--- config.mk ---
export PLATFORM = sky130hd
export DESIGN_NAME = vbiss_settings_status
export DESIGN_NICKNAME = d
export VERILOG_FILES = /design/src/vbiss_pkg.sv /design/src/vbiss_byte_recode.sv /design/src/vbiss_serial_port.sv /design/src/vbiss_settings_status.sv
export SDC_FILE = /design/constraint.sdc
export NUM_CORES = 1
export LEC_CHECK = 0
export BUFFER_PORTS_ARGS = -buffer_cell sky130_fd_sc_hd__clkbuf_2
export CAP_MARGIN = 40
export CORE_MARGIN = 2
export CORE_UTILIZATION = 35
export DETAILED_ROUTE_END_ITERATION = 8
export GPL_ROUTABILITY_DRIVEN = 0
export MAX_ROUTING_LAYER = met4
export PLACE_DENSITY = 0.54
export SLEW_MARGIN = 20
export SYNTH_ARGS = -nofsm -noshare
export SYNTH_HDL_FRONTEND = slang
export SYNTH_SLANG_ARGS = --single-unit
--- constraint.sdc ---
create_clock -name ref_clk -period 2.9 [get_ports ref_clk]
set_clock_uncertainty 0.2 [all_clocks]
set_input_delay 0.58 -clock ref_clk [delete_from_list [all_inputs] [get_ports ref_clk]]
set_output_delay 0.58 -clock ref_clk [all_outputs]
set_load 0.02 [all_outputs]
--- src/vbiss_pkg.sv ---
// constants, field layouts and carrier types for the vbi slicer settings and status bank
package vbiss_pkg;
  // two-wire port address; value is arbitrary
  localparam logic [6:0] VBISS_DEV_ADDR = 7'h21;
  // register offsets
  localparam logic [7:0] VBISS_OFF_PATTERN = 8'h58;
  localparam logic [7:0] VBISS_OFF_HLOW = 8'h59;
  localparam logic [7:0] VBISS_OFF_VLOW = 8'h5A;
  localparam logic [7:0] VBISS_OFF_FLAGS = 8'h5B;
  localparam logic [7:0] VBISS_OFF_IDENT = 8'h5D;
  localparam logic [7:0] VBISS_OFF_SECONDARY_IDENT_CODE = 8'h5E;
  localparam logic [7:0] VBISS_OFF_DETECT = 8'h60;
  localparam logic [7:0] VBISS_OFF_FLINE = 8'h61;
  localparam logic [7:0] VBISS_OFF_LTYPE = 8'h62;
  localparam logic [7:0] VBISS_OFF_GCTL = 8'h80;
  // reset values
  localparam logic [7:0] VBISS_RST_PATTERN = 8'h40;
  localparam logic [7:0] VBISS_RST_HLOW = 8'h47;
  localparam logic [7:0] VBISS_RST_VLOW = 8'h03;
  localparam logic [7:0] VBISS_RST_FLAGS = 8'h03;
  localparam logic [7:0] VBISS_RST_IDENT = 8'h00;
  localparam logic [5:0] VBISS_RST_SECONDARY_IDENT_CODE = 6'h00;
  localparam logic [7:0] VBISS_RST_GCTL = 8'h00;
  // writable bit masks, reserved bits read zero
  localparam logic [7:0] VBISS_MASK_FLAGS = 8'hD7;
  localparam logic [7:0] VBISS_MASK_IDENT = 8'hBF;
  // field positions
  localparam int VBISS_BIT_FLIP = 7;
  localparam int VBISS_BIT_RECODE = 6;
  localparam int VBISS_BIT_VMSB = 4;
  localparam int VBISS_BIT_REF = 7;
  localparam int VBISS_BIT_SCALER = 6;
  // line value limits
  localparam logic [8:0] VBISS_V_MAX = 9'h138;
  // identification codes selecting framing
  localparam logic [5:0] VBISS_DID_SAV_REF1 = 6'h3E;
  localparam logic [5:0] VBISS_DID_SAV_REF0 = 6'h3F;
  // data type codes
  localparam logic [3:0] VBISS_DK_VPS = 4'h2;
  localparam logic [3:0] VBISS_DK_CC525 = 4'h5;
  localparam logic [3:0] VBISS_DK_ACTIVE = 4'hF;
  // byte recoding
  localparam logic [7:0] VBISS_BYTE_ZERO = 8'h00;
  localparam logic [7:0] VBISS_BYTE_ONES = 8'hFF;
  localparam logic [7:0] VBISS_BYTE_ZERO_SUB = 8'h03;
  localparam logic [7:0] VBISS_BYTE_ONES_SUB = 8'hFC;
  localparam logic [3:0] VBISS_BITS_PER_BYTE = 4'h8;

  typedef enum logic [0:0] {
    VBISS_FRAME_ANC = 1'b0,
    VBISS_FRAME_SAV_EAV = 1'b1
  } vbiss_framing_type;

  typedef enum logic [3:0] {
    VBISS_ST_IDLE = 4'b0000,
    VBISS_ST_ADDR = 4'b0001,
    VBISS_ST_ADDR_ACK = 4'b0010,
    VBISS_ST_SUB = 4'b0011,
    VBISS_ST_SUB_ACK = 4'b0100,
    VBISS_ST_WDATA = 4'b0101,
    VBISS_ST_WDATA_ACK = 4'b0110,
    VBISS_ST_RDATA = 4'b0111,
    VBISS_ST_RDATA_ACK = 4'b1000
  } vbiss_port_state_type;

  typedef struct packed {
    logic exact;
    logic one_err;
    logic vps;
    logic wss;
    logic cc;
  } vbiss_detect_type;

  typedef struct packed {
    vbiss_detect_type seen;
    logic [8:0] line_index;
    logic [3:0] data_kind;
  } vbiss_status_type;

  typedef struct packed {
    logic [7:0] framing_pattern;
    logic [10:0] slice_h_start;
    logic [8:0] slice_v_start;
    logic [5:0] ident_code;
    logic [5:0] secondary_ident_code;
    vbiss_framing_type framing;
    logic scaler_from_slicer;
  } vbiss_cfg_type;
endpackage

--- src/vbiss_byte_recode.sv ---
// output byte recoder for sliced data
`timescale 1ns/1ps
`default_nettype none
module vbiss_byte_recode (
  input wire logic ref_clk, // system clock
  input wire logic resetn, // async reset, active low
  input wire logic enable, // recode on
  input wire logic [7:0] data_in, // sliced byte
  input wire logic valid_in, // byte strobe
  output logic [7:0] data_out, // recoded byte
  output logic valid_out // recoded byte strobe
);
  import vbiss_pkg::*;
  wire logic [7:0] data_nxt;
  // keeps timing-reference values out of the payload
  assign data_nxt = !enable ? data_in :
                    (data_in == VBISS_BYTE_ZERO) ? VBISS_BYTE_ZERO_SUB :
                    (data_in == VBISS_BYTE_ONES) ? VBISS_BYTE_ONES_SUB : data_in;
  always_ff @(posedge ref_clk or negedge resetn) begin
    if (!resetn) begin
      data_out <= VBISS_BYTE_ZERO;
      valid_out <= 1'b0;
    end else begin
      data_out <= data_nxt;
      valid_out <= valid_in;
    end
  end
  a_recode_ones: assert property (@(posedge ref_clk) disable iff (!resetn)
    (enable && data_in == VBISS_BYTE_ONES) |=> (data_out == VBISS_BYTE_ONES_SUB))
    else $error("ones byte not recoded");
endmodule
`default_nettype wire

--- src/vbiss_serial_port.sv ---
// two-wire serial control port slave with auto-incrementing subaddress
`timescale 1ns/1ps
`default_nettype none
module vbiss_serial_port #(
  parameter logic [6:0] DEV_ADDR = vbiss_pkg::VBISS_DEV_ADDR // slave address
) (
  input wire logic ref_clk, // system clock
  input wire logic resetn, // async reset, active low
  input wire logic scl_in, // clock pin level
  input wire logic sda_in, // data pin level
  output logic sda_out, // data pin drive value
  output logic sda_oe_n, // data pin enable, low drives
  input wire logic [7:0] rd_data, // byte at reg_addr
  output logic [7:0] reg_addr, // current subaddress
  output logic [7:0] wr_data, // byte written
  output logic wr_stb // one-cycle write strobe
);
  import vbiss_pkg::*;
  logic scl_s1_r, scl_s2_r, scl_d_r, sda_s1_r, sda_s2_r, sda_d_r;
  vbiss_port_state_type state_r;
  logic [3:0] cnt_r;
  logic [7:0] shift_r;
  logic rw_r, nack_r;
  wire logic start_seen, stop_seen, scl_rise, scl_fall, byte_end, drive_ack;
  assign start_seen = scl_s2_r && sda_d_r && !sda_s2_r;
  assign stop_seen = scl_s2_r && !sda_d_r && sda_s2_r;
  assign scl_rise = scl_s2_r && !scl_d_r;
  assign scl_fall = !scl_s2_r && scl_d_r;
  localparam logic [3:0] VBITS = VBISS_BITS_PER_BYTE;
  assign byte_end = scl_fall && (cnt_r == VBITS);
  assign drive_ack = (state_r == VBISS_ST_ADDR_ACK) || (state_r == VBISS_ST_SUB_ACK) ||
                     (state_r == VBISS_ST_WDATA_ACK);
  // open drain: only ever pull low
  assign sda_out = 1'b0;
  assign sda_oe_n = !(drive_ack || (state_r == VBISS_ST_RDATA && !shift_r[7]));

  always_ff @(posedge ref_clk or negedge resetn) begin
    if (!resetn) begin
      {scl_s1_r, scl_s2_r, scl_d_r} <= 3'h7;
      {sda_s1_r, sda_s2_r, sda_d_r} <= 3'h7;
    end else begin
      {scl_s1_r, scl_s2_r, scl_d_r} <= {scl_in, scl_s1_r, scl_s2_r};
      {sda_s1_r, sda_s2_r, sda_d_r} <= {sda_in, sda_s1_r, sda_s2_r};
    end
  end

  always_ff @(posedge ref_clk or negedge resetn) begin
    if (!resetn) begin
      state_r <= VBISS_ST_IDLE;
      cnt_r <= 4'h0;
      shift_r <= 8'h00;
      rw_r <= 1'b0;
      nack_r <= 1'b0;
      reg_addr <= 8'h00;
      wr_data <= 8'h00;
      wr_stb <= 1'b0;
    end else begin
      wr_stb <= 1'b0;
      if (start_seen) begin
        state_r <= VBISS_ST_ADDR;
        cnt_r <= 4'h0;
      end else if (stop_seen) begin
        state_r <= VBISS_ST_IDLE;
      end else begin
        if (scl_rise) begin
          cnt_r <= cnt_r + 4'h1;
          if (state_r == VBISS_ST_RDATA_ACK) begin
            nack_r <= sda_s2_r;
          end else if (state_r != VBISS_ST_RDATA) begin
            shift_r <= {shift_r[6:0], sda_s2_r};
          end
        end
        case (state_r)
          VBISS_ST_ADDR: begin
            if (byte_end) begin
              rw_r <= shift_r[0];
              state_r <= (shift_r[7:1] == DEV_ADDR) ? VBISS_ST_ADDR_ACK : VBISS_ST_IDLE;
            end
          end
          VBISS_ST_SUB: begin
            if (byte_end) begin
              reg_addr <= shift_r;
              state_r <= VBISS_ST_SUB_ACK;
            end
          end
          VBISS_ST_WDATA: begin
            if (byte_end) begin
              wr_data <= shift_r;
              wr_stb <= 1'b1;
              state_r <= VBISS_ST_WDATA_ACK;
            end
          end
          VBISS_ST_RDATA: begin
            if (byte_end) begin
              state_r <= VBISS_ST_RDATA_ACK;
            end else if (scl_fall) begin
              shift_r <= {shift_r[6:0], 1'b0};
            end
          end
          VBISS_ST_ADDR_ACK, VBISS_ST_SUB_ACK, VBISS_ST_WDATA_ACK, VBISS_ST_RDATA_ACK: begin
            if (scl_fall) begin
              cnt_r <= 4'h0;
              if (state_r == VBISS_ST_WDATA_ACK) begin
                reg_addr <= reg_addr + 8'h01;
              end
              if ((state_r == VBISS_ST_ADDR_ACK && rw_r) ||
                  (state_r == VBISS_ST_RDATA_ACK && !nack_r)) begin
                shift_r <= rd_data;
                reg_addr <= reg_addr + 8'h01;
                state_r <= VBISS_ST_RDATA;
              end else if (state_r == VBISS_ST_RDATA_ACK) begin
                state_r <= VBISS_ST_IDLE;
              end else begin
                state_r <= (state_r == VBISS_ST_ADDR_ACK) ? VBISS_ST_SUB : VBISS_ST_WDATA;
              end
            end
          end
          VBISS_ST_IDLE: begin
            cnt_r <= 4'h0;
          end
          default: begin
            state_r <= VBISS_ST_IDLE;
          end
        endcase
      end
    end
  end
endmodule
`default_nettype wire

--- src/vbiss_settings_status.sv ---
// vbi slicer settings and status register bank behind the serial control port
//
// Contract
// - 8-bit framing pattern for programmable data types, resets to 40H.
// - 11-bit horizontal start: upper three bits 5BH[2:0], lower byte 59H.
// - 9-bit vertical start: top bit 5BH[4], low byte 5AH, range 0 to 312.
// - field flip bit clear passes field indicator, set inverts it.
// - recode bit set maps bytes 00H to 03H and FFH to FCH.
// - reference select 0 uses per-line table, 1 uses decoder field and blanking.
// - ident 00H gives ancillary framing; 3EH/3FH give SAV/EAV with reference 1/0.
// - 6-bit secondary identification code, default zero.
// - status bit set when exact framing code seen last frame.
// - status bit set when framing code with one error seen last frame.
// - status bits for program service, widescreen signalling, captions seen last frame.
// - status bit reports slicer field identifier, zero in field 1.
// - 9-bit line number: high five bits 61H[4:0], low four 62H[7:4].
// - 62H[3:0] reports data type code applied to the current line.
// - global control bit 6 selects slicer or scaler window field timing.
// - data type codes: 0010 service, 0101 captions, 1111 active video default.
`timescale 1ns/1ps
`default_nettype none
module vbiss_settings_status #(
  parameter logic [6:0] DEV_ADDR = vbiss_pkg::VBISS_DEV_ADDR // serial port address
) (
  input wire logic ref_clk, // 10 MHz system clock
  input wire logic resetn, // async reset, active low
  input wire logic scl_in, // serial clock pin
  input wire logic sda_in, // serial data pin level
  output logic sda_out, // serial data drive value
  output logic sda_oe_n, // serial data enable, low drives
  input wire vbiss_pkg::vbiss_status_type slicer_status, // slicer detection results
  input wire logic frame_done, // one-cycle end-of-frame pulse
  input wire logic raw_field, // internal field indicator
  input wire logic table_field, // field from per-line type table
  input wire logic table_vblank, // blanking from per-line type table
  input wire logic decoder_even_field, // decoder real-time even field
  input wire logic decoder_vblank, // decoder real-time blanking
  input wire logic win_field, // scaler window field
  input wire logic win_vblank, // scaler window blanking
  input wire logic [7:0] slice_data, // sliced byte
  input wire logic slice_valid, // sliced byte strobe
  output vbiss_pkg::vbiss_cfg_type cfg, // settings to the slicer
  output logic slicer_field_id, // field indicator after flip
  output logic sliced_field, // field output of slicer
  output logic sliced_vblank, // blanking output of slicer
  output logic scaler_field, // scaler output field timing
  output logic scaler_vblank, // scaler output blanking timing
  output logic [7:0] out_data, // recoded sliced byte
  output logic out_valid // recoded byte strobe
);
  import vbiss_pkg::*;

  // ****************************************
  // register access
  // ****************************************
  function automatic logic hit(input logic [7:0] addr, input logic [7:0] off);
    return addr == off;
  endfunction

  wire logic [7:0] reg_addr;
  wire logic [7:0] wr_data;
  wire logic wr_stb;
  logic [7:0] rd_data;

  vbiss_serial_port #(
    .DEV_ADDR(DEV_ADDR)
  ) u_port (
    .ref_clk(ref_clk),
    .resetn(resetn),
    .scl_in(scl_in),
    .sda_in(sda_in),
    .sda_out(sda_out),
    .sda_oe_n(sda_oe_n),
    .rd_data(rd_data),
    .reg_addr(reg_addr),
    .wr_data(wr_data),
    .wr_stb(wr_stb)
  );

  logic [7:0] pattern_r, hlow_r, vlow_r, flags_r, ident_r, gctl_r;
  logic [5:0] secondary_ident_code_r;
  vbiss_status_type stat_r;
  logic field_stat_r;

  wire logic wr_pattern, wr_hlow, wr_vlow, wr_flags, wr_ident, wr_secondary_ident_code, wr_gctl;
  assign wr_pattern = wr_stb && hit(reg_addr, VBISS_OFF_PATTERN);
  assign wr_hlow = wr_stb && hit(reg_addr, VBISS_OFF_HLOW);
  assign wr_vlow = wr_stb && hit(reg_addr, VBISS_OFF_VLOW);
  assign wr_flags = wr_stb && hit(reg_addr, VBISS_OFF_FLAGS);
  assign wr_ident = wr_stb && hit(reg_addr, VBISS_OFF_IDENT);
  assign wr_secondary_ident_code = wr_stb && hit(reg_addr, VBISS_OFF_SECONDARY_IDENT_CODE);
  assign wr_gctl = wr_stb && hit(reg_addr, VBISS_OFF_GCTL);

  always_ff @(posedge ref_clk or negedge resetn) begin
    if (!resetn) begin
      pattern_r <= VBISS_RST_PATTERN;
      hlow_r <= VBISS_RST_HLOW;
      vlow_r <= VBISS_RST_VLOW;
      flags_r <= VBISS_RST_FLAGS;
      ident_r <= VBISS_RST_IDENT;
      secondary_ident_code_r <= VBISS_RST_SECONDARY_IDENT_CODE;
      gctl_r <= VBISS_RST_GCTL;
    end else begin
      if (wr_pattern) pattern_r <= wr_data;
      if (wr_hlow) hlow_r <= wr_data;
      if (wr_vlow) vlow_r <= wr_data;
      if (wr_flags) flags_r <= wr_data & VBISS_MASK_FLAGS;
      if (wr_ident) ident_r <= wr_data & VBISS_MASK_IDENT;
      if (wr_secondary_ident_code) secondary_ident_code_r <= wr_data[5:0];
      if (wr_gctl) gctl_r <= wr_data;
    end
  end

  // ****************************************
  // status capture
  // ****************************************
  // no write path reaches these: host writes to 60H-62H fall through
  always_ff @(posedge ref_clk or negedge resetn) begin
    if (!resetn) begin
      stat_r <= '{seen: '0, line_index: 9'h000, data_kind: VBISS_DK_ACTIVE};
      field_stat_r <= 1'b0;
    end else if (frame_done) begin
      stat_r <= slicer_status;
      field_stat_r <= slicer_field_id;
    end
  end

  wire logic [7:0] detect_byte, fline_byte, ltype_byte;
  assign detect_byte = {1'b0, stat_r.seen.exact, stat_r.seen.one_err, stat_r.seen.vps,
                        stat_r.seen.wss, stat_r.seen.cc, 2'b00};
  assign fline_byte = {2'b00, field_stat_r, stat_r.line_index[8:4]};
  assign ltype_byte = {stat_r.line_index[3:0], stat_r.data_kind};

  always_comb begin
    rd_data = 8'h00;
    if (hit(reg_addr, VBISS_OFF_PATTERN)) rd_data = pattern_r;
    if (hit(reg_addr, VBISS_OFF_HLOW)) rd_data = hlow_r;
    if (hit(reg_addr, VBISS_OFF_VLOW)) rd_data = vlow_r;
    if (hit(reg_addr, VBISS_OFF_FLAGS)) rd_data = flags_r;
    if (hit(reg_addr, VBISS_OFF_IDENT)) rd_data = ident_r;
    if (hit(reg_addr, VBISS_OFF_SECONDARY_IDENT_CODE)) rd_data = {2'b00, secondary_ident_code_r};
    if (hit(reg_addr, VBISS_OFF_DETECT)) rd_data = detect_byte;
    if (hit(reg_addr, VBISS_OFF_FLINE)) rd_data = fline_byte;
    if (hit(reg_addr, VBISS_OFF_LTYPE)) rd_data = ltype_byte;
    if (hit(reg_addr, VBISS_OFF_GCTL)) rd_data = gctl_r;
  end

  // ****************************************
  // derived settings
  // ****************************************
  wire logic [8:0] v_raw, v_eff;
  wire logic [5:0] did;
  wire logic sav_mode, ref_eff, field_nxt, vblank_nxt;
  vbiss_cfg_type cfg_nxt;

  assign v_raw = {flags_r[VBISS_BIT_VMSB], vlow_r};
  // out-of-range values saturate instead of wrapping into a bogus line
  assign v_eff = (v_raw > VBISS_V_MAX) ? VBISS_V_MAX : v_raw;
  assign did = ident_r[5:0];
  assign sav_mode = (did == VBISS_DID_SAV_REF1) || (did == VBISS_DID_SAV_REF0);
  assign ref_eff = (did == VBISS_DID_SAV_REF1) ? 1'b1 :
                   (did == VBISS_DID_SAV_REF0) ? 1'b0 : ident_r[VBISS_BIT_REF];
  assign field_nxt = ref_eff ? decoder_even_field : table_field;
  assign vblank_nxt = ref_eff ? decoder_vblank : table_vblank;

  always_comb begin
    cfg_nxt.framing_pattern = pattern_r;
    cfg_nxt.slice_h_start = {flags_r[2:0], hlow_r};
    cfg_nxt.slice_v_start = v_eff;
    cfg_nxt.ident_code = did;
    cfg_nxt.secondary_ident_code = secondary_ident_code_r;
    cfg_nxt.framing = sav_mode ? VBISS_FRAME_SAV_EAV : VBISS_FRAME_ANC;
    cfg_nxt.scaler_from_slicer = gctl_r[VBISS_BIT_SCALER];
  end

  always_ff @(posedge ref_clk or negedge resetn) begin
    if (!resetn) begin
      cfg <= '0;
      slicer_field_id <= 1'b0;
      sliced_field <= 1'b0;
      sliced_vblank <= 1'b0;
      scaler_field <= 1'b0;
      scaler_vblank <= 1'b0;
    end else begin
      cfg <= cfg_nxt;
      slicer_field_id <= raw_field ^ flags_r[VBISS_BIT_FLIP];
      sliced_field <= field_nxt;
      sliced_vblank <= vblank_nxt;
      scaler_field <= gctl_r[VBISS_BIT_SCALER] ? field_nxt : win_field;
      scaler_vblank <= gctl_r[VBISS_BIT_SCALER] ? vblank_nxt : win_vblank;
    end
  end

  vbiss_byte_recode u_recode (
    .ref_clk(ref_clk),
    .resetn(resetn),
    .enable(flags_r[VBISS_BIT_RECODE]),
    .data_in(slice_data),
    .valid_in(slice_valid),
    .data_out(out_data),
    .valid_out(out_valid)
  );

  // ****************************************
  // checks
  // ****************************************
  a_pattern_write: assert property (@(posedge ref_clk) disable iff (!resetn)
    wr_pattern |=> ##1 (cfg.framing_pattern == $past(wr_data, 2)))
    else $error("framing pattern not forwarded");
  a_h_start_low: assert property (@(posedge ref_clk) disable iff (!resetn)
    wr_hlow |=> ##1 (cfg.slice_h_start[7:0] == $past(wr_data, 2)))
    else $error("horizontal start low byte wrong");
  a_v_start_range: assert property (@(posedge ref_clk) disable iff (!resetn)
    cfg.slice_v_start <= VBISS_V_MAX)
    else $error("vertical start above limit");
  a_field_flip: assert property (@(posedge ref_clk) disable iff (!resetn)
    flags_r[VBISS_BIT_FLIP] |=> (slicer_field_id != $past(raw_field)))
    else $error("field indicator not inverted");
  a_ref_table: assert property (@(posedge ref_clk) disable iff (!resetn)
    !ref_eff |=> (sliced_field == $past(table_field)))
    else $error("table field not selected");
  a_did_sav: assert property (@(posedge ref_clk) disable iff (!resetn)
    (did == VBISS_DID_SAV_REF0) |=> (cfg.framing == VBISS_FRAME_SAV_EAV) && !$past(ref_eff))
    else $error("ident 3F framing wrong");
  a_status_hold: assert property (@(posedge ref_clk) disable iff (!resetn)
    !frame_done |=> $stable(ltype_byte) && $stable(detect_byte) && $stable(fline_byte))
    else $error("status changed outside frame end");
  a_status_exact: assert property (@(posedge ref_clk) disable iff (!resetn)
    frame_done |=> (detect_byte[6] == $past(slicer_status.seen.exact)))
    else $error("exact pattern flag not captured");
  a_scaler_window: assert property (@(posedge ref_clk) disable iff (!resetn)
    !gctl_r[VBISS_BIT_SCALER] |=> (scaler_vblank == $past(win_vblank)))
    else $error("scaler window timing not used");
endmodule
`default_nettype wire

==> impl_metrics.env, run 1 <==
export IMPL_largest_reg_flops=42
export IMPL_period_share_pct=90.7
export IMPL_track_usage_pct=17.8
export IMPL_multiInputGateArea_um2=2940
export IMPL_cts_setup_buffers=0
export IMPL_grt_pass1_vias=5260
export IMPL_worstSkewPairLatency_ns=0.43
export IMPL_finalNonFillerCells=1000
export IMPL_synthTopCellsByArea="dfrtp_1, mux2_2, dfstp_2"
export IMPL_synth_edff_count=0
export IMPL_critPathSlowestCell="dfrtp_1"
export IMPL_grt_first_pass_wirelength_um=29700
export IMPL_dp_hpwl_um=13600
export IMPL_synth_area_um2=7390
export IMPL_post_synth_top_area_cell="dfrtp_1"
export IMPL_ioPinCount=97
export IMPL_layout_common_cells="dfrtp_1, clkbuf_2, mux2_2"
export IMPL_cts_sinks=167
export IMPL_report_final_hold_viol_count=0
export IMPL_dp_cells=967
export IMPL_grt_setup_unrepaired="no"
export IMPL_clk_pin_slew_worst_paths_ns=0.07
export IMPL_p_leak_nw=4.14
export IMPL_regMostFlops="cfg"
export IMPL_start_kind="register"
export IMPL_syn_num_nets=666
export IMPL_core_area_um2=20900
export IMPL_dr_pass1_iters=8
export IMPL_cts_tree="done"
export IMPL_layout_drive_gt1_share_pct=35.9
export IMPL_overflow=0
export IMPL_wl_per_cell_um=18.6
export IMPL_setup_tns_ns=0
export IMPL_synth_top_cell_area_share_pct=50.1
export IMPL_worstPathArrival_ns=2.74
export IMPL_die_x_um=149
export IMPL_final_common_cell="dfrtp_1"
export IMPL_initial_utilization_pct=35.4
export IMPL_path_class="register to register"
export IMPL_portBuffers=95
export IMPL_post_route_util_pct=42.3
export IMPL_ys_warnings_count=0
export IMPL_die_area_um2=22300
export IMPL_endpoint_kind="register"
export IMPL_drt_wl_total_um=18600
export IMPL_period_needed_ns=2.63
export IMPL_syn_area_per_cell_um2=11.9
export IMPL_drc_errors=0
export IMPL_via_count=5367
export IMPL_crit_fanout=9
export IMPL_max_stage_delay_ns=0.43
export IMPL_syn_to_final_growth_pct=19.6
export IMPL_ff_latch_area_um2=4200
export IMPL_cts_max_level=4
export IMPL_initialDrtViolationCount=548
export IMPL_setup_viol_count_final=0
export IMPL_cts_max_path_buffers=2
export IMPL_antenna_left=0
export IMPL_ys_ff_latch=167
export IMPL_drv_cap=0
export IMPL_rows=53
export IMPL_cts_made_buffers=17
export IMPL_fmax_ghz=0.380
export IMPL_finalMaxSlewViolations=0
export IMPL_yosysUniqueCellTypes=74
export IMPL_yosysSeqAreaShare_pct=56.9
export IMPL_antenna_found_initial=0
export IMPL_synthArstFlopShare_pct=100
export IMPL_hp_class="input port to register"
export IMPL_power_density_nw_per_um2=628
export IMPL_via_per_inst=5.37
export IMPL_fillers=1987
export IMPL_fin_nets=757
export IMPL_grt_max_degree=59
export IMPL_synth_cells=621
export IMPL_max_slew_margin_rel_pct=60.5
export IMPL_vdd_drop_max_mv=0.348
export IMPL_worst_pin_slew_ns=0.578
export IMPL_die_h_um=149
export IMPL_root_buffer="clkbuf_16"
export IMPL_n_antenna_cell=0
export IMPL_status="finished clean"
export IMPL_crit_chain="inv_1 > ha_1 > nor4bb_1 > buf_4 > and2_1 > nand2_1 > mux2_2"
export IMPL_yosys_most_used_dff="dfrtp_1"
export IMPL_cp_required_ns=3.01
[power by group]
group	switching, mW	internal, mW	total [mW]
sequential	0.154	2.43	2.59
clock	1.02	1.40	2.42
combinational	0.311	0.239	0.550
total	1.49	4.07	5.56
[cell usage after synthesis (3+ instances only)]
cell type	n
nand3b_1	9
mux2i_1	6
a22oi_1	7
and3b_1	3
and2_1	6
o31ai_1	6
and3_1	6
a22o_1	3
a21oi_1	29
buf_2	7
a221o_1	6
buf_1	4
o211ai_1	3
a21o_1	4
o22ai_1	7
dfstp_2	19
nand3_1	19
a222oi_1	3
nor3_1	8
a211oi_1	7
nand2_1	35
or3_1	6
a31oi_1	9
clkbuf_1	29
o221ai_1	3
a221oi_1	3
o32ai_1	3
o21ai_0	26
inv_1	19
mux2_2	84
nor2b_1	10
nand2b_1	4
nor2_1	25
dfrtp_1	148
ha_1	6
[path summary, 6_finish.rpt]
kind | startpoint | endpoint | depth (start not counted) | slack, ns
max | u_port.reg_addr[0] | gctl_r[1] | 7 | 0.27
min | sda_in | u_port.sda_s1_r | 1 | 0.03
max reg2reg | u_port.reg_addr[0] | gctl_r[1] | 7 | 0.27
min reg2reg | u_port.scl_s1_r | u_port.scl_s2_r | 0 | 0.16
max in group asynchronous | resetn | vlow_r[0] | 3 | 1.26
min in group asynchronous | resetn | u_port.cnt_r[0] | 2 | 0.48
[layer usage]
metal  vias to the layer above  share of wire, %  GRT usage [%]
met2                       217                47           26.6
li1                       2460                 -              -
met4                         0               1.7           5.43
met5                         -                 0              -
met3                        31               6.0           4.28
met1                      2659                46           24.1
[what timing repair did]
item | CTS | global route
endpoints found under the setup margin | 0 | 1
hold buffers | 1 | 0
endpoints found under the hold margin | 46 | 0
gates resized for setup | 0 | 1
[layout make-up]
type,count,area share [%]
Sequential cell,167,47.5
Multi-Input combinational cell,393,33.2
Timing Repair Buffer,114,7.37
Clock buffer,17,4.81
Tap cell,275,3.89
Clock inverter,15,2.33
Inverter,19,0.807
[worst max-delay path, delay by kind of cell (launching register included)]
kind | cells | cell delay [ns]
mux | 1 | 0.35
buf+inv | 2 | 0.29
simple gates | 3 | 0.87
flops | 1 | 0.43
fa+ha+maj | 1 | 0.38
[kinds of logic (layout without fill, tap and decap cells)]
group,after synthesis,in the layout,synth area share (%)
multiplexers,90,90,13.6
AO/OA/AOI/OAI,142,142,13.5
flip-flops,167,167,56.9
buffers and inverters,61,165,3.37
adder cells (fa/ha/maj),7,7,1.15
AND/OR/NAND/NOR,150,150,11.1
XOR/XNOR,3,3,0.356
other,1,1,0.0507
[per-stage QoR]
step                hold WS (ns)  worst slack [ns]  cell area [um2]  total power, mW
floorplan                 0.0844             0.516             7390             2.93
global placement           0.148             0.404             8200             3.16
detailed placement         0.152             0.277             8200             3.18
CTS                       0.0161            0.0823             8840             5.61
global route              0.0218            0.0690             8840             5.79
finish                    0.0314             0.269             8840             5.56
No activity file was read; power rests on OpenSTA's default activity.
==> run 2, diff against run 1 <==
--- a/config.mk
+++ b/config.mk
@@ -7,6 +7,7 @@
 export LEC_CHECK = 0
 export BUFFER_PORTS_ARGS = -buffer_cell sky130_fd_sc_hd__clkbuf_2
 export CAP_MARGIN = 40
+export CORE_ASPECT_RATIO = 0.8
 export CORE_MARGIN = 2
 export CORE_UTILIZATION = 35
 export DETAILED_ROUTE_END_ITERATION = 8
==> run 2 against run 1 <==
- sequential cell count unchanged
- setup slack worse by 0.027 ns
- worst hold slack better by 0.00070 ns
- wire length up 1.2%
- power down 3.7%
- critical path depth up 1
- cell area down 0.76%
- die area about the same
- final cell count down 0.80%
- fmax down 1.0%
- clock power down 8.7%
- sequential power about the same
==> impl_metrics.env, run 2 (synthesized netlist as in run 1, its figures left out) <==
export IMPL_report_final_hold_viol_count=0
export IMPL_overflow=0
export IMPL_initial_utilization_pct=35.7
export IMPL_rows=47
export IMPL_setup_tns_ns=0
export IMPL_period_needed_ns=2.66
export IMPL_antenna_found_initial=0
export IMPL_pwr_share_comb_pct=10.2
export IMPL_portBuffers=95
export IMPL_critPathSlowestCell="ha_1"
export IMPL_dr_pass1_iters=7
export IMPL_via_per_inst=5.38
export IMPL_antenna_left=0
export IMPL_worstPathArrival_ns=2.81
export IMPL_die_area_um2=22300
export IMPL_p_sw_share_pct=27.1
export IMPL_drv_cap=0
export IMPL_p_switching_mw=1.45
export IMPL_fillers=1932
export IMPL_grt_setup_unrepaired="no"
export IMPL_n_antenna_cell=0
export IMPL_layout_common_cells="dfrtp_1, clkbuf_2, mux2_2"
export IMPL_clk_pin_slew_worst_paths_ns=0.07
export IMPL_dp_cells=959
export IMPL_p_leak_nw=4.11
export IMPL_drt_wl_total_um=18900
export IMPL_crit_fanout=12
export IMPL_largest_reg_flops=42
export IMPL_pwr_share_clk_pct=41.4
export IMPL_fin_nets=755
export IMPL_internal_power_mw=3.90
export IMPL_worst_pin_slew_ns=0.647
export IMPL_regMostFlops="cfg"
export IMPL_cts_tree="done"
export IMPL_power_share_sequential_pct=48.5
export IMPL_start_kind="register"
export IMPL_ioPinCount=97
export IMPL_die_x_um=166
export IMPL_endpoint_kind="register"
export IMPL_core_area_um2=20700
export IMPL_worstSkewPairLatency_ns=0.43
export IMPL_grt_first_pass_wirelength_um=30900
export IMPL_finalMaxSlewViolations=0
export IMPL_cp_required_ns=3.05
export IMPL_drc_errors=0
export IMPL_die_h_um=134
export IMPL_finalNonFillerCells=992
export IMPL_cts_setup_buffers=0
export IMPL_dp_hpwl_um=13800
export IMPL_hp_class="input port to register"
export IMPL_period_share_pct=91.7
export IMPL_cts_max_path_buffers=2
export IMPL_path_class="register to register"
export IMPL_wl_per_cell_um=19.0
export IMPL_via_count=5337
export IMPL_max_slew_margin_rel_pct=56.9
export IMPL_status="finished clean"
export IMPL_fmax_ghz=0.376
export IMPL_vdd_drop_max_mv=0.389
export IMPL_crit_chain="inv_1 > ha_1 > nor2b_1 > buf_4 > a221oi_1 > a2111oi_0 > a211oi_1 > o21ai_1"
export IMPL_setup_viol_count_final=0
export IMPL_layout_drive_gt1_share_pct=35.5
export IMPL_track_usage_pct=18.4
export IMPL_grt_max_degree=70
export IMPL_cts_max_level=4
export IMPL_max_stage_delay_ns=0.52
export IMPL_ff_latch_area_um2=4200
export IMPL_multiInputGateArea_um2=2940
export IMPL_syn_to_final_growth_pct=18.7
export IMPL_root_buffer="clkbuf_16"
export IMPL_cts_sinks=167
export IMPL_final_common_cell="dfrtp_1"
export IMPL_grt_pass1_vias=5423
export IMPL_power_density_nw_per_um2=610
export IMPL_cts_made_buffers=17
export IMPL_initialDrtViolationCount=393
[run 2: final timing paths]
kind                               startpoint  cells after the start              endpoint  slack, ns
setup / recovery           u_port.reg_addr[0]                      8     u_port.shift_r[5]       0.24
hold / removal                         scl_in                      1       u_port.scl_s1_r       0.03
setup reg to reg           u_port.reg_addr[0]                      8     u_port.shift_r[5]       0.24
hold reg to reg               u_port.sda_s1_r                      0       u_port.sda_s2_r       0.16
max in group asynchronous              resetn                      3         ltype_byte[0]       1.21
min in group asynchronous              resetn                      2  u_recode.data_out[6]       0.52
[run 2: metal layers]
metal / GRT usage [%] / share of wire, % / vias to the layer above / routed length [um]
li1: - / - / 2469 / -
met1: 25.8 / 48 / 2677 / 9090
met2: 26.3 / 44 / 172 / 8270
met3: 4.87 / 6.7 / 19 / 1260
met4: 5.27 / 1.2 / 0 / 234
met5: - / 0 / - / 0
[run 2: critical path, delay by kind of cell (launching register included)]
family | cells | cell delay, ns
compound gates | 4 | 0.87
fa+ha+maj | 1 | 0.52
flops | 1 | 0.44
buf+inv | 2 | 0.30
simple gates | 1 | 0.26
[run 2: final cells by class]
| type | instances | share of cell area [%] |
|---|---|---|
| tap | 269 | 3.84 |
| clock inverter | 13 | 1.50 |
| timing repair buffer | 112 | 7.40 |
| multi-input combinational | 393 | 33.5 |
| sequential | 167 | 47.9 |
| inverter | 19 | 0.813 |
| clock buffer | 19 | 5.05 |
[run 2: timing repair]
action,4_1_cts,5_1_grt
hold buffers,1,0
endpoints found under the setup margin,0,1
endpoints found under the hold margin,58,0
gates resized for setup,0,1
[run 2: power by group through the flow]
| stage | Sequential [mW] | Combinational, mW | Clock (mW) |
|---|---|---|---|
| after floorplan | 2.57 | 0.367 | 0 |
| after global placement | 2.63 | 0.528 | 0 |
| after detailed placement | 2.64 | 0.542 | 0 |
| after CTS | 2.59 | 0.546 | 2.26 |
| after global routing | 2.62 | 0.607 | 2.38 |
| final | 2.60 | 0.543 | 2.21 |
[run 2: through the flow]
stage | power [mW] | utilization [%] | instance area [um2] | worst slack, ns | hold slack (ns)
6_report | 5.35 | 42.4 | 8770 | 0.241 | 0.0321
3_5_place_dp | 3.18 | 39.6 | 8190 | 0.318 | 0.150
4_1_cts | 5.40 | 42.4 | 8770 | 0.0556 | 0.0112
5_1_grt | 5.61 | 42.4 | 8770 | 0.0899 | 0.0146
3_3_place_gp | 3.16 | 39.6 | 8190 | 0.473 | 0.147
2_1_floorplan | 2.93 | - | 7390 | 0.516 | 0.0844
